[src/rtl/touch_filter_pkg.sv]
// shared constants for the touch adc result filter
package touch_filter_pkg;

  // clock and timing
  localparam int unsigned CLK_MHZ        = 10;          // mclk rate in MHz
  localparam int unsigned ACQ_BASE_US    = 2;           // shortest programmable acquisition
  localparam int unsigned ACQ_BASE_CYC   = ACQ_BASE_US * CLK_MHZ;
  localparam int unsigned SORT_NS        = 2000;        // time to rank one sample
  localparam int unsigned SORT_CYC       = (SORT_NS * CLK_MHZ + 999) / 1000;
  localparam int unsigned TEMP_ACQ_MS    = 16;          // fixed temperature acquisition
  localparam int unsigned TEMP_ACQ_CYC   = TEMP_ACQ_MS * 1000 * 1000 * CLK_MHZ / 1000;

  // register offsets
  localparam logic [7:0]  ADDR_CTRL_ONE  = 8'h01;
  localparam logic [7:0]  ADDR_CTRL_TWO  = 8'h02;
  localparam logic [7:0]  ADDR_TEMP_HI   = 8'h06;
  localparam logic [7:0]  ADDR_TEMP_LO   = 8'h07;
  localparam logic [7:0]  ADDR_PRESS_ONE = 8'h0A;
  localparam logic [7:0]  ADDR_PRESS_TWO = 8'h0B;
  localparam logic [7:0]  ADDR_AUX_BAT   = 8'h0C;
  localparam logic [7:0]  ADDR_TEMP_RES  = 8'h0D;

  // reset values
  localparam logic [15:0] RST_CTRL_ONE   = 16'h0000;
  localparam logic [15:0] RST_CTRL_TWO   = 16'h4040;
  localparam logic [15:0] RST_LIMIT      = 16'h0000;

  // field positions
  localparam int unsigned CH_LSB         = 12;          // channel code, 3 bits, ctrl one
  localparam int unsigned ACQ_LSB        = 8;           // acquisition select, 2 bits, ctrl one
  localparam int unsigned MED_LSB        = 5;           // rank size, 2 bits, ctrl two
  localparam int unsigned AVG_LSB        = 7;           // mean size, 2 bits, ctrl two
  localparam int unsigned GPIO_EN_BIT    = 13;          // pin mode, ctrl two

  // channel codes
  localparam logic [2:0]  CH_TEMP        = 3'h1;
  localparam logic [2:0]  CH_BATTERY     = 3'h2;
  localparam logic [2:0]  CH_AUX         = 3'h3;
  localparam logic [2:0]  CH_PRESS_TWO   = 3'h4;
  localparam logic [2:0]  CH_PRESS_ONE   = 3'h5;

  localparam int unsigned RANK_DEPTH     = 16;          // deepest rank array

endpackage

[src/rtl/rank_store.sv]
// sample array that keeps entries ordered smallest first, or in arrival order
`timescale 1ns/1ps
`default_nettype none
module rank_store
  import touch_filter_pkg::*;
(
  input  wire logic        mclk,
  input  wire logic        arst_n,
  input  wire logic        clear,      // empty the array
  input  wire logic        push,       // one new sample
  input  wire logic        sorted,     // insert in rank order, else append
  input  wire logic [11:0] din,
  input  wire logic [3:0]  rd_idx,
  output logic      [11:0] rd_data
);

  logic [11:0] arr [RANK_DEPTH];       // samples, index 0 smallest when sorted
  logic [4:0]  count;                  // valid entries
  logic [4:0]  pos;                    // insertion slot

  // slot = number of stored entries not above the new one
  always_comb begin
    pos = count;
    if (sorted) begin
      pos = 5'h00;
      for (int i = 0; i < RANK_DEPTH; i++) begin
        if ((5'(i) < count) && (arr[i] <= din)) begin
          pos = pos + 5'h01;
        end
      end
    end
  end

  assign rd_data = arr[rd_idx];

  // insertion shifts larger entries one place up
  always_ff @(posedge mclk or negedge arst_n) begin
    if (!arst_n) begin
      count <= 5'h00;
      for (int i = 0; i < RANK_DEPTH; i++) begin
        arr[i] <= 12'h000;
      end
    end else if (clear) begin
      count <= 5'h00;
    end else if (push && (count < 5'(RANK_DEPTH))) begin
      count <= count + 5'h01;
      for (int i = 0; i < RANK_DEPTH; i++) begin
        if (5'(i) == pos) begin
          arr[i] <= din;
        end else if ((5'(i) > pos) && (i > 0)) begin
          arr[i] <= arr[(i > 0) ? i - 1 : 0];
        end
      end
    end
  end

endmodule
`default_nettype wire

[src/rtl/touch_adc_result_filter.sv]
// conversion run control, rank and mean filtering, result registers
// What this block does
// - code 001 stores one temperature result
// - temperature uses fixed acquisition, ignores setting
// - temperature limits compare raw result register
// - rank size field picks 0/4/8/16 samples
// - rank array ordered smallest first
// - mean size field picks 2/4/8/16 middle
// - only final mean reaches result register
// - both fields zero: one unfiltered sample
// - equal counts: no ranking, plain mean
// - rank larger: mean of middle entries
// - ranking adds sort time per sample
// - code 011 routes auxiliary, shared result
// - code 010 selects battery, shared result
// - ctrl two bit 13 sets pin mode
// - battery divider on only while sampling battery
// - codes 101/100 store pressure results
// - same rank and sort time as other codes
`timescale 1ns/1ps
`default_nettype none
module touch_adc_result_filter
  import touch_filter_pkg::*;
#(
  parameter int unsigned TEMP_ACQ_CYCLES = TEMP_ACQ_CYC  // shorten in simulation
)(
  input  wire logic        mclk,
  input  wire logic        arst_n,
  input  wire logic [7:0]  reg_addr,       // register index
  input  wire logic [15:0] reg_wdata,
  input  wire logic        reg_wr,         // one-cycle write strobe
  input  wire logic        reg_rd,         // one-cycle read strobe
  output logic      [15:0] reg_rdata,      // valid the cycle after reg_rd
  output logic             adc_sample,     // analog input held in acquisition
  output logic             adc_start,      // one-cycle conversion start
  output logic      [2:0]  adc_channel,    // mux code of the running run
  input  wire logic        adc_done,       // conversion finished, data valid
  input  wire logic [11:0] adc_data,
  output logic             battery_div_en, // battery divider power
  output logic             pin_gpio_mode,  // multifunction pin in digital mode
  output logic             temp_over,      // last temperature above high limit
  output logic             temp_under,     // last temperature below low limit
  output logic             busy
);

  ////////////////////////////////////////////////////////////////////////////
  // registers

  typedef enum logic [2:0] {IDLE, ACQ, CONV, SORT, NEXT, AVG, WRITE} run_state_e;

  logic [15:0] conversion_control_one;   // channel and acquisition
  logic [15:0] conversion_control_two;   // filter sizes and pin mode
  logic [15:0] temp_high_limit;
  logic [15:0] temp_low_limit;
  logic [11:0] pressure_meas_first;
  logic [11:0] pressure_meas_second;
  logic [11:0] aux_battery_result;
  logic [11:0] temperature_result;

  run_state_e  state;
  run_state_e  next_state;
  logic [17:0] cnt;                      // acquisition and sort timer
  logic [17:0] acq_len;                  // acquisition cycles of this run
  logic [4:0]  n_samp;                   // samples to take
  logic [4:0]  a_cnt;                    // samples to average
  logic [2:0]  shift;                    // log2 of a_cnt
  logic        sorted;                   // rank the samples
  logic [4:0]  taken;                    // samples already converted
  logic [3:0]  idx;                      // array read pointer
  logic [4:0]  summed;                   // entries already summed
  logic [15:0] sum;                      // 16 x 4095 fits
  logic [11:0] rd_data;
  logic        start_req;                // write to ctrl one starts a run when idle
  logic [1:0]  med_sel;                  // rank size field as set now
  logic [1:0]  avg_sel;                  // mean size field as set now
  logic [4:0]  rank_n;                   // rank sample count
  logic [4:0]  mean_n;                   // mean sample count
  logic [2:0]  run_code;                 // channel code a new run will use
  logic [11:0] mean_val;                 // final scaled mean

  assign start_req = reg_wr && (reg_addr == ADDR_CTRL_ONE);

  // field decode; shift amounts are 3-bit so a count of 16 cannot wrap to 1
  assign med_sel  = conversion_control_two[MED_LSB +: 2];
  assign avg_sel  = conversion_control_two[AVG_LSB +: 2];
  assign rank_n   = 5'h01 << (3'(med_sel) + 3'h1);
  assign mean_n   = 5'h01 << (3'(avg_sel) + 3'h1);
  assign run_code = reg_wdata[CH_LSB +: 3];
  assign mean_val = 12'(sum >> shift);

  // software writes; results are read only
  always_ff @(posedge mclk or negedge arst_n) begin
    if (!arst_n) begin
      conversion_control_one <= RST_CTRL_ONE;
      conversion_control_two <= RST_CTRL_TWO;
      temp_high_limit        <= RST_LIMIT;
      temp_low_limit         <= RST_LIMIT;
    end else if (reg_wr) begin
      case (reg_addr)
        ADDR_CTRL_ONE: conversion_control_one <= reg_wdata;
        ADDR_CTRL_TWO: conversion_control_two <= reg_wdata;
        ADDR_TEMP_HI:  temp_high_limit        <= reg_wdata;
        ADDR_TEMP_LO:  temp_low_limit         <= reg_wdata;
        default: begin
          // unmapped or read-only: ignored
        end
      endcase
    end
  end

  // registered read, unmapped reads zero
  always_ff @(posedge mclk or negedge arst_n) begin
    if (!arst_n) begin
      reg_rdata <= 16'h0000;
    end else if (reg_rd) begin
      case (reg_addr)
        ADDR_CTRL_ONE:  reg_rdata <= conversion_control_one;
        ADDR_CTRL_TWO:  reg_rdata <= conversion_control_two;
        ADDR_TEMP_HI:   reg_rdata <= temp_high_limit;
        ADDR_TEMP_LO:   reg_rdata <= temp_low_limit;
        ADDR_PRESS_ONE: reg_rdata <= {4'h0, pressure_meas_first};
        ADDR_PRESS_TWO: reg_rdata <= {4'h0, pressure_meas_second};
        ADDR_AUX_BAT:   reg_rdata <= {4'h0, aux_battery_result};
        ADDR_TEMP_RES:  reg_rdata <= {4'h0, temperature_result};
        default:        reg_rdata <= 16'h0000;
      endcase
    end
  end

  // pin mode follows the enable bit, registered one cycle later
  always_ff @(posedge mclk or negedge arst_n) begin
    if (!arst_n) begin
      pin_gpio_mode <= 1'b0;
    end else begin
      pin_gpio_mode <= conversion_control_two[GPIO_EN_BIT];
    end
  end

  ////////////////////////////////////////////////////////////////////////////
  // run sequencing

  // next state from counters and converter handshake
  always_comb begin
    next_state = state;
    case (state)
      IDLE: begin
        if (start_req) begin
          next_state = ACQ;
        end
      end
      ACQ: begin
        if (cnt == acq_len - 18'h00001) begin
          next_state = CONV;
        end
      end
      CONV: begin
        if (adc_done) begin
          next_state = sorted ? SORT : NEXT;
        end
      end
      SORT: begin
        if (cnt == 18'(SORT_CYC - 1)) begin
          next_state = NEXT;
        end
      end
      NEXT: begin
        next_state = (taken == n_samp) ? AVG : ACQ;
      end
      AVG: begin
        if (summed == a_cnt) begin
          next_state = WRITE;
        end
      end
      WRITE:   next_state = IDLE;
      default: next_state = IDLE;
    endcase
  end

  always_ff @(posedge mclk or negedge arst_n) begin
    if (!arst_n) begin
      state <= IDLE;
    end else begin
      state <= next_state;
    end
  end

  // latch run configuration at the start
  always_ff @(posedge mclk or negedge arst_n) begin
    if (!arst_n) begin
      acq_len     <= 18'h00001;
      n_samp      <= 5'h01;
      a_cnt       <= 5'h01;
      shift       <= 3'h0;
      sorted      <= 1'b0;
      adc_channel <= 3'h0;
    end else if ((state == IDLE) && start_req) begin
      adc_channel <= run_code;
      if (run_code == CH_TEMP) begin
        acq_len <= 18'(TEMP_ACQ_CYCLES);
      end else begin
        acq_len <= 18'(ACQ_BASE_CYC) << reg_wdata[ACQ_LSB +: 2];
      end
      if ((med_sel == 2'h0) && (avg_sel == 2'h0)) begin
        n_samp <= 5'h01;
        a_cnt  <= 5'h01;
        shift  <= 3'h0;
        sorted <= 1'b0;
      end else if ((med_sel == 2'h0) || (rank_n <= mean_n)) begin
        // no rank stage: smaller rank count is unsupported, mean alone
        n_samp <= mean_n;
        a_cnt  <= mean_n;
        shift  <= 3'(avg_sel) + 3'h1;
        sorted <= 1'b0;
      end else begin
        n_samp <= rank_n;
        a_cnt  <= mean_n;
        shift  <= 3'(avg_sel) + 3'h1;
        sorted <= 1'b1;
      end
    end
  end

  // acquisition and sort timer
  always_ff @(posedge mclk or negedge arst_n) begin
    if (!arst_n) begin
      cnt <= 18'h00000;
    end else if (next_state != state) begin
      cnt <= 18'h00000;
    end else if ((state == ACQ) || (state == SORT)) begin
      cnt <= cnt + 18'h00001;
    end
  end

  // samples taken and averaging pointer
  always_ff @(posedge mclk or negedge arst_n) begin
    if (!arst_n) begin
      taken  <= 5'h00;
      idx    <= 4'h0;
      summed <= 5'h00;
      sum    <= 16'h0000;
    end else begin
      case (state)
        IDLE: begin
          taken  <= 5'h00;
          summed <= 5'h00;
          sum    <= 16'h0000;
        end
        CONV: begin
          if (adc_done) begin
            taken <= taken + 5'h01;
          end
          // start of the middle window, (n - a) / 2
          idx <= 4'((n_samp - a_cnt) >> 1);
        end
        AVG: begin
          if (summed != a_cnt) begin
            sum    <= sum + {4'h0, rd_data};
            idx    <= idx + 4'h1;
            summed <= summed + 5'h01;
          end
        end
        default: begin
        end
      endcase
    end
  end

  // sample array, ranked only when the rank stage is active
  rank_store u_rank (
    .mclk    (mclk),
    .arst_n  (arst_n),
    .clear   (state == IDLE),
    .push    ((state == CONV) && adc_done),
    .sorted  (sorted),
    .din     (adc_data),
    .rd_idx  (idx),
    .rd_data (rd_data)
  );

  ////////////////////////////////////////////////////////////////////////////
  // results

  // only the final mean is stored, by channel code
  always_ff @(posedge mclk or negedge arst_n) begin
    if (!arst_n) begin
      pressure_meas_first  <= 12'h000;
      pressure_meas_second <= 12'h000;
      aux_battery_result   <= 12'h000;
      temperature_result   <= 12'h000;
      temp_over            <= 1'b0;
      temp_under           <= 1'b0;
    end else if (state == WRITE) begin
      case (adc_channel)
        CH_TEMP: begin
          temperature_result <= mean_val;
          // raw code against raw limits, no scaling
          temp_over  <= {4'h0, mean_val} > temp_high_limit;
          temp_under <= {4'h0, mean_val} < temp_low_limit;
        end
        CH_BATTERY:   aux_battery_result   <= mean_val;
        CH_AUX:       aux_battery_result   <= mean_val;
        CH_PRESS_ONE: pressure_meas_first  <= mean_val;
        CH_PRESS_TWO: pressure_meas_second <= mean_val;
        default: begin
          // position codes have no result register in this block
        end
      endcase
    end
  end

  ////////////////////////////////////////////////////////////////////////////
  // converter strobes, all registered from the coming state

  always_ff @(posedge mclk or negedge arst_n) begin
    if (!arst_n) begin
      adc_sample     <= 1'b0;
      adc_start      <= 1'b0;
      battery_div_en <= 1'b0;
      busy           <= 1'b0;
    end else begin
      adc_sample     <= (next_state == ACQ);
      adc_start      <= (state == ACQ) && (next_state == CONV);
      // divider draws current, so power it only while sampling
      battery_div_en <= (next_state == ACQ)
                        && (((state == IDLE) ? run_code : adc_channel) == CH_BATTERY);
      busy           <= (next_state != IDLE);
    end
  end

endmodule
`default_nettype wire

[config.mk]
export PLATFORM = sky130hd
export DESIGN_NAME = touch_adc_result_filter
export DESIGN_NICKNAME = d
export VERILOG_FILES = /design/src/rtl/touch_filter_pkg.sv /design/src/rtl/rank_store.sv /design/src/rtl/touch_adc_result_filter.sv
export SDC_FILE = /design/constraint.sdc
export NUM_CORES = 1
export LEC_CHECK = 0
export ABC_AREA = 1
export BUFFER_PORTS_ARGS = -buffer_cell sky130_fd_sc_hd__buf_2
export CAP_MARGIN = 5
export CORE_ASPECT_RATIO = 1.5
export CORE_MARGIN = 5
export CORE_UTILIZATION = 35
export CTS_BUF_LIST = sky130_fd_sc_hd__clkbuf_16
export DETAILED_ROUTE_END_ITERATION = 10
export PLACE_DENSITY = 0.55
export SLEW_MARGIN = 10
export SYNTH_ARGS = -nofsm -noshare
export SYNTH_HDL_FRONTEND = slang
export SYNTH_HIERARCHICAL = 1
export SYNTH_SLANG_ARGS = --single-unit
[constraint.sdc]
create_clock -name mclk -period 19.66 [get_ports mclk]
set_clock_uncertainty 0.15 [all_clocks]
set_input_delay 3.932 -clock mclk [delete_from_list [all_inputs] [get_ports mclk]]
set_output_delay 3.932 -clock mclk [all_outputs]
set_load 0.02 [all_outputs]
# --- Word-level counts from Yosys, hierarchy flattened ---
# Index checks and enable logic that the tools add are counted.
word_totals:
  regBits: 418
  input_bits: 41
  output_inout_bits: 26
  elab_cells: 346
op_classes:
  add_sub_neg: 25
  n_lt_le_gt_ge: 52
  eq_ne: 46
  shift: 4
  n_mux: 94
  bitwise_logic: 2
  n_reduce_logical: 78
ops:
  columns: ["op", "count"]
  rows:
  - ["$mux W12", 32]
  - ["$le A12 B12 Y1", 16]
  - ["$mux W5", 38]
  - ["$pmux W16 S8", 1]
  - ["$add A5 B1 Y5 const B", 18]
  - ["$mux W18", 3]
  - ["$bmux W12 S4", 1]
  - ["$reduce_and A3 Y1", 16]
  - ["$eq A4 B5 Y1 const A", 8]
  - ["$gt A4 B5 Y1 const A", 8]
  - ["$lt A4 B5 Y1 const A", 8]
  - ["$reduce_bool A2 Y1", 20]
  - ["$eq A8 B4 Y1 const B", 4]
  - ["$pmux W16 S2", 1]
  - ["$mux W3", 9]
  - ["$logic_and A1 B1 Y1", 23]
  - ["$reduce_and A2 Y1", 11]
  - ["$eq A3 B5 Y1 const A", 4]
  - ["$gt A3 B5 Y1 const A", 4]
  - ["$lt A3 B5 Y1 const A", 4]
  - ["$pmux W5 S2", 2]
  - ["$add A18 B1 Y18 const B", 1]
  - ["$eq A18 B18 Y1", 1]
  - ["$eq A18 B5 Y1 const B", 1]
  - ["other kinds (42)", 67]

# --- Logic depth before layout (Yosys ltp) ---
depth:
  depth_word: 52
  mapped_depth: 68
  mapped_depth_nobuf: 66

# --- By module ---
# The synthesis kept the hierarchy.
modules_own_cells:
  columns: ["module", "instances", "cells_each", "area_per_inst_um2", "seq_area_each_um2"]
  rows:
  - ["rank_store", 1, 2684, 18195.0, 4929.7]
  - ["touch_adc_result_filter", 1, 1451, 11678.7, 5261.3]

# --- Least setup slack after synthesis ---
# No wires, ideal clock.
synth_timing:
  kind: "input -> register"
  start: "input port adc_data[5]"
  end: "register u_rank/arr[100] (netlist name)"
  setup_ns: 0.120
  arrival_time_ns: 13.360
  required_time_ns: 19.390
  setup_slack_ns: 6.030
  stages: 63
  path_buffers: 2
  path_cell_list: "inv_1 > clkbuf_1 > ha_1 > a21oi_1 > nor2_1 > a211oi_1 > o211ai_1 > a22oi_1 > ha_1 > inv_1 > nand3_1 > nand2_1 > ha_1 > nand2_1 > nand2_1 > ha_1 > or2_1 > nand2_1 > (+27 left out) > nand2_1 > inv_1 > ha_1 > nand2_1 > nand2_2 > ha_1 > nand2_1 > nand2_1 > inv_1 > a22oi_4 > inv_4 > nor2_4 > inv_2 > clkbuf_1 > nor2_1 > a21oi_1 > o21ai_1 > nand2_1"
synth_between:
  elab_chain_len: 52
  elab_cells_between_ends: 84
  cone_classes: "add/sub (15); order compare (17); eq/ne (1); mux (33); reduce/logical (18)"
synth_lines:
  columns: ["item", "line", "rtl"]
  rows:
  - ["start: declaration", "touch_adc_result_filter.sv:38", "input wire logic [11:0] adc_data,"]
  - ["$le A12 B12 Y1", "rank_store.sv:27", "if ((5'(i) < count) && (arr[i] <= din)) begin"]
  - ["$logic_and A1 B1 Y1", "rank_store.sv:27", null]
  - ["$mux W1", "rank_store.sv:27", null]
  - ["$mux W5", "rank_store.sv:24", "if (sorted) begin"]
  - ["$add A5 B1 Y5", "rank_store.sv:28", "pos = pos + 5'h01;"]
  - ["$mux W5", "rank_store.sv:27", null]
  - ["$mux W5", "rank_store.sv:24", null]
  - ["$add A5 B1 Y5", "rank_store.sv:28", null]
  - ["(+36 left out)", null, null]
  - ["$mux W5", "rank_store.sv:27", null]
  - ["$mux W5", "rank_store.sv:24", null]
  - ["$add A5 B1 Y5", "rank_store.sv:28", null]
  - ["$mux W5 *", "rank_store.sv:27", null]
  - ["$mux W5 *", "rank_store.sv:24", null]
  - ["$gt A3 B5 Y1 / $eq A3 B5 Y1 (equally long branches)", "rank_store.sv:50, rank_store.sv:48", null]
  - ["$reduce_bool A2 Y1 (no line)", null, null]
  - ["$reduce_and A3 Y1 (no line)", null, null]
  - ["end signal: indexed assignment", "rank_store.sv:49", "arr[i] <= din;"]
  - ["end signal: indexed assignment", "rank_store.sv:51", "arr[i] <= arr[(i > 0) ? i - 1 : 0];"]
  - ["end: declaration", "rank_store.sv:17", "logic [11:0] arr [RANK_DEPTH];"]
# Every way passes the cells marked *; elsewhere a longest branch is shown, timed or not. The select of a mux whose other input is x is not followed.
# A chain may end at the register's enable or synchronous reset.

# --- Final worst setup path ---
layout_timing:
  start: "input port adc_data[4]"
  end: "register u_rank/arr[162] (netlist name)"
layout_between:
  elab_chain_len: 52
  elab_cells_between_ends: 84
  cone_classes: "add/sub (15); order compare (17); eq/ne (1); mux (33); reduce/logical (18)"
layout_lines:
  columns: ["item", "line"]
  rows:
  - ["$le A12 B12 Y1", "rank_store.sv:27"]
  - ["$logic_and A1 B1 Y1", "rank_store.sv:27"]
  - ["$mux W1", "rank_store.sv:27"]
  - ["$mux W5", "rank_store.sv:24"]
  - ["$add A5 B1 Y5", "rank_store.sv:28"]
  - ["$mux W5", "rank_store.sv:27"]
  - ["$mux W5", "rank_store.sv:24"]
  - ["$add A5 B1 Y5", "rank_store.sv:28"]
  - ["(+36 left out)", null]
  - ["$mux W5", "rank_store.sv:27"]
  - ["$mux W5", "rank_store.sv:24"]
  - ["$add A5 B1 Y5", "rank_store.sv:28"]
  - ["$mux W5 *", "rank_store.sv:27"]
  - ["$mux W5 *", "rank_store.sv:24"]
  - ["$gt A2 B5 Y1 / $eq A2 B5 Y1 (equally long branches)", "rank_store.sv:50, rank_store.sv:48"]
  - ["$reduce_bool A2 Y1 (no line)", null]
  - ["$reduce_and A3 Y1 (no line)", null]
# Marked as above.

==> metrics.md <==
| Metric | Value |
|---|---|
| Hold path cells | `0` |
| FF-to-FF setup slack | `8.66 ns` |
| Worst EP required | `20.00 ns` |
| Worst path slowest cell | `nor2_2` |
| Root Buffer | `clkbuf_16` |
| Most used cell, CP | `nand2_1` |
| Final Hold Fails | `0` |
| Worst Slack Setup Final | `4.98 ns` |
| Ant diodes | `0` |
| Clock latency on the worst-skew pair | `0.62 ns` |
| CTS Buf Count | `48` |
| CTS tree | `built` |
| Post-synth top area share | `33.7%` |
| Multiplexer area fraction after synthesis | `0.695%` |
| Setup Crit Path Kind | `primary input to flip-flop` |
| Rows | `131` |
| Total wire length | `104 mm` |
| Adder-cell share of the synthesized area | `11.1%` |
| Final nets | `4429` |
| R2R depth | `61` |
| Core outline area | `0.0849 mm²` |
| All-Layer GR Usage | `22.0%` |
| Post-synth top flop | `dfrtp_1` |
| Peak supply drop | `0.0680 mV` |
| Commonest non-fill, non-tap cell in the layout | `nand2_1` |
| YS warnings | `6` |
| Compound-gate portion of the synthesized area | `15.6%` |
| Post-synthesis instance area | `0.0299 mm²` |
| Post-synthesis simple-gate area fraction | `29.4%` |
| Largest net degree at the start of global routing | `102` |
| First-pass GRT wire length | `160 mm` |
| Die footprint | `0.0914 mm²` |
| Leakage power | `0.0168 µW` |
| R2R Path End | `u_rank/arr[162]` |
| Hold_ws | `0.291 ns` |
| Crit path DAT | `15.02 ns` |
| Startpoint types | `primary input` |
| Minimum clock period | `14.68 ns` |
| Max_cap viols | `0` |
| Post-route setup TNS | `0 ns` |
| Starting Density | `35.2%` |
| Pwr dens | `60.8 mW/mm²` |
| HPWL after DPL | `74.9 mm` |
| CTS resizes | `0` |
| RR Startpoint | `u_rank/arr[174]` |
| Unrepaired setup endpoints after global routing | `no` |
| Most frequent cells in the layout | `nand2_1 (1229), dfrtp_1 (401), inv_1 (394)` |
| Tcrit/Tclk final | `74.7%` |
| Syn Inst Count | `4135` |
| Port Buffer Count | `66` |
| Gr ovfl total | `0` |
| CTS Hold Buffers Added | `0` |
| Xor/xnor share of the synthesized area | `0.674%` |
| Seq/Total Area, Yosys | `34.1%` |
| Antenna violations before repair | `0` |
| Min-Delay Endpoint | `pin_gpio_mode` |
| Slew HR | `21.4%` |
| Vias | `27900` |
| Fill cells | `9107` |
| Layout cells sized above 1 | `9.85%` |
| Layout area overhead | `9.59%` |
| Seq cells post-synth | `407` |
| CP peak stage delay | `0.71 ns` |
| Vias per Instance | `5.28` |
| Initial detailed-routing violation count | `1728` |
| Clk slew on worst S/H paths | `0.06 ns` |
| Setup bufs post-CTS | `0` |
| Worst-margin pin slew | `1.17 ns` |
| Max Clk Rate | `68.1 MHz` |
| I/O pin count | `67` |
| Asr flop ratio synth | `100%` |
| Hold_sp | `conversion_control_two[13]` |
| Clock Tree Buf Depth | `3` |
| Clock sink count | `407` |
| Synth Net Count | `4441` |
| Hold Crit Class | `flip-flop to flip-flop` |
| Initial DRT Pass Iterations | `7` |
| Leading area contributor after synthesis | `dfrtp_1` |
| Final setup viols | `0` |
| Syn Area/Cell | `7.22 µm²` |
| Die X-Extent | `249 µm` |
| Fin. max-slew vios | `0` |
| DRC errors left | `0` |
| Die Ht | `368 µm` |
| EDFF count, synth | `0` |
| Routability cong. | `0.884` |
| Synth top area cells | `dfrtp_1 (34%), nand2_1 (15%), ha_1 (11%), o21ai_0 (5.5%), inv_1 (4.9%)` |
| Synth cell types | `75` |
| H-tree depth | `2` |
| Status | `finished, final reports clean` |
| Vias in the first global route | `27600` |
| Post-DRT Antenna Nets | `0` |
| Combinational family with the most area after synthesis | `simple AND/OR/NAND/NOR gates` |
| Routed len/inst | `19.6 µm` |
| Placement Setup Slack | `4.43 ns` |
| Critical Path End Type | `flip-flop` |
| Max FO, Critical Path | `38` |
==> worst max-delay path: cells and delay by family <==
| kind | cells | cell delay [ns] |
|---|---|---|
| AO/OA/AOI/OAI | 3 | 0.45 |
| buffers and inverters | 8 | 1.67 |
| adder cells (fa/ha/maj) | 15 | 4.25 |
| AND/OR/NAND/NOR | 36 | 4.67 |
==> layer usage <==
layer  GRT usage (%)  vias up  wire (µm)
met4            13.0        0       7280
met2            40.5      700      53000
met5               0        -          0
li1                -    13700          -
met3            3.02      297       4580
met1            24.1    13200      38700
==> cells by family (layout without fill, tap and decap cells) <==
kind of cell / count (synthesis) / count (layout)
AOI/OAI and AO/OA: 826 / 826
other: 1 / 1
and+or+nand+nor: 1990 / 1990
buffers and inverters: 604 / 631
DFF: 407 / 407
adders and majority gates: 265 / 265
xor gates and xnor gates: 23 / 23
muxes: 19 / 19
==> cell usage after synthesis (6+ instances only) <==
cell       number
nand2_1      1229
nand3_1       256
nor4_1          6
a22oi_1         6
buf_4           9
buf_1           6
buf_6          14
nand3_2        20
o22ai_1        35
nand4_1        59
inv_1         388
clkbuf_1       89
nor3_2         10
o221ai_1       24
nand2_2        60
o21ai_1       107
o2111ai_1       8
o211ai_1       45
o21bai_1        9
o41ai_1         9
a21oi_1       207
inv_2          43
nand3b_1        7
o21ai_0       329
nor3_1         27
ha_1          263
a31oi_1         6
nor2_4         12
nor2_2         28
dfrtp_1       402
xor2_1         19
mux2_2         14
a221oi_1       11
nor2_1        241
buf_2          47
nand2_4         8
==> flip-flops by register name (all words and copies together) (netlist names), 8 cells and up <==
name,flops
pressure_meas_first,12
conversion_control_one,16
sum,16
conversion_control_two,16
temp_high_limit,16
pressure_meas_second,12
acq_len,8
cnt,18
aux_battery_result,12
temperature_result,12
temp_low_limit,16
u_rank/arr,192
reg_rdata,16
==> power by group <==
group / total, µW / internal (µW) / leakage [µW] / switching, µW
clock network: 969 / 565 / 0.000827 / 403
logic: 158 / 45.9 / 0.0104 / 113
registers: 864 / 851 / 0.00557 / 12.9
==> metrics by stage <==
step | total power, µW | instance area [µm²] | std cells | utilization [%]
floorplan | 969 | 29900 | 4135 | -
global route | 2070 | 32700 | 5292 | 38.6
CTS | 2010 | 32700 | 5292 | 38.6
global placement | 1040 | 31100 | 5203 | 36.6
finish | 1990 | 32700 | 5292 | 38.6
detailed placement | 1040 | 31100 | 5203 | 36.6
==> worst max-delay path by stage <==
stage                     start               to  slack [ns]  cells past startpoint
floorplan           adc_data[5]  u_rank/arr[100]        6.03                     63
global placement    adc_data[4]  u_rank/arr[164]        4.56                     62
detailed placement  adc_data[4]  u_rank/arr[162]        4.43                     62
CTS                 adc_data[4]  u_rank/arr[162]        5.03                     62
global route        adc_data[4]  u_rank/arr[166]        4.16                     62
finish              adc_data[4]  u_rank/arr[162]        4.98                     62
==> layout make-up <==
type	count	area [µm²]	area share [%]
Sequential cell	407	10200	31.1
Multi-Input combinational cell	3124	17200	52.5
Timing Repair Buffer	106	641	1.96
Tap cell	1130	1410	4.32
Inverter	436	1650	5.03
Clock buffer	48	1200	3.67
Clock inverter	41	449	1.37
No activity file was read; power rests on OpenSTA's default activity.
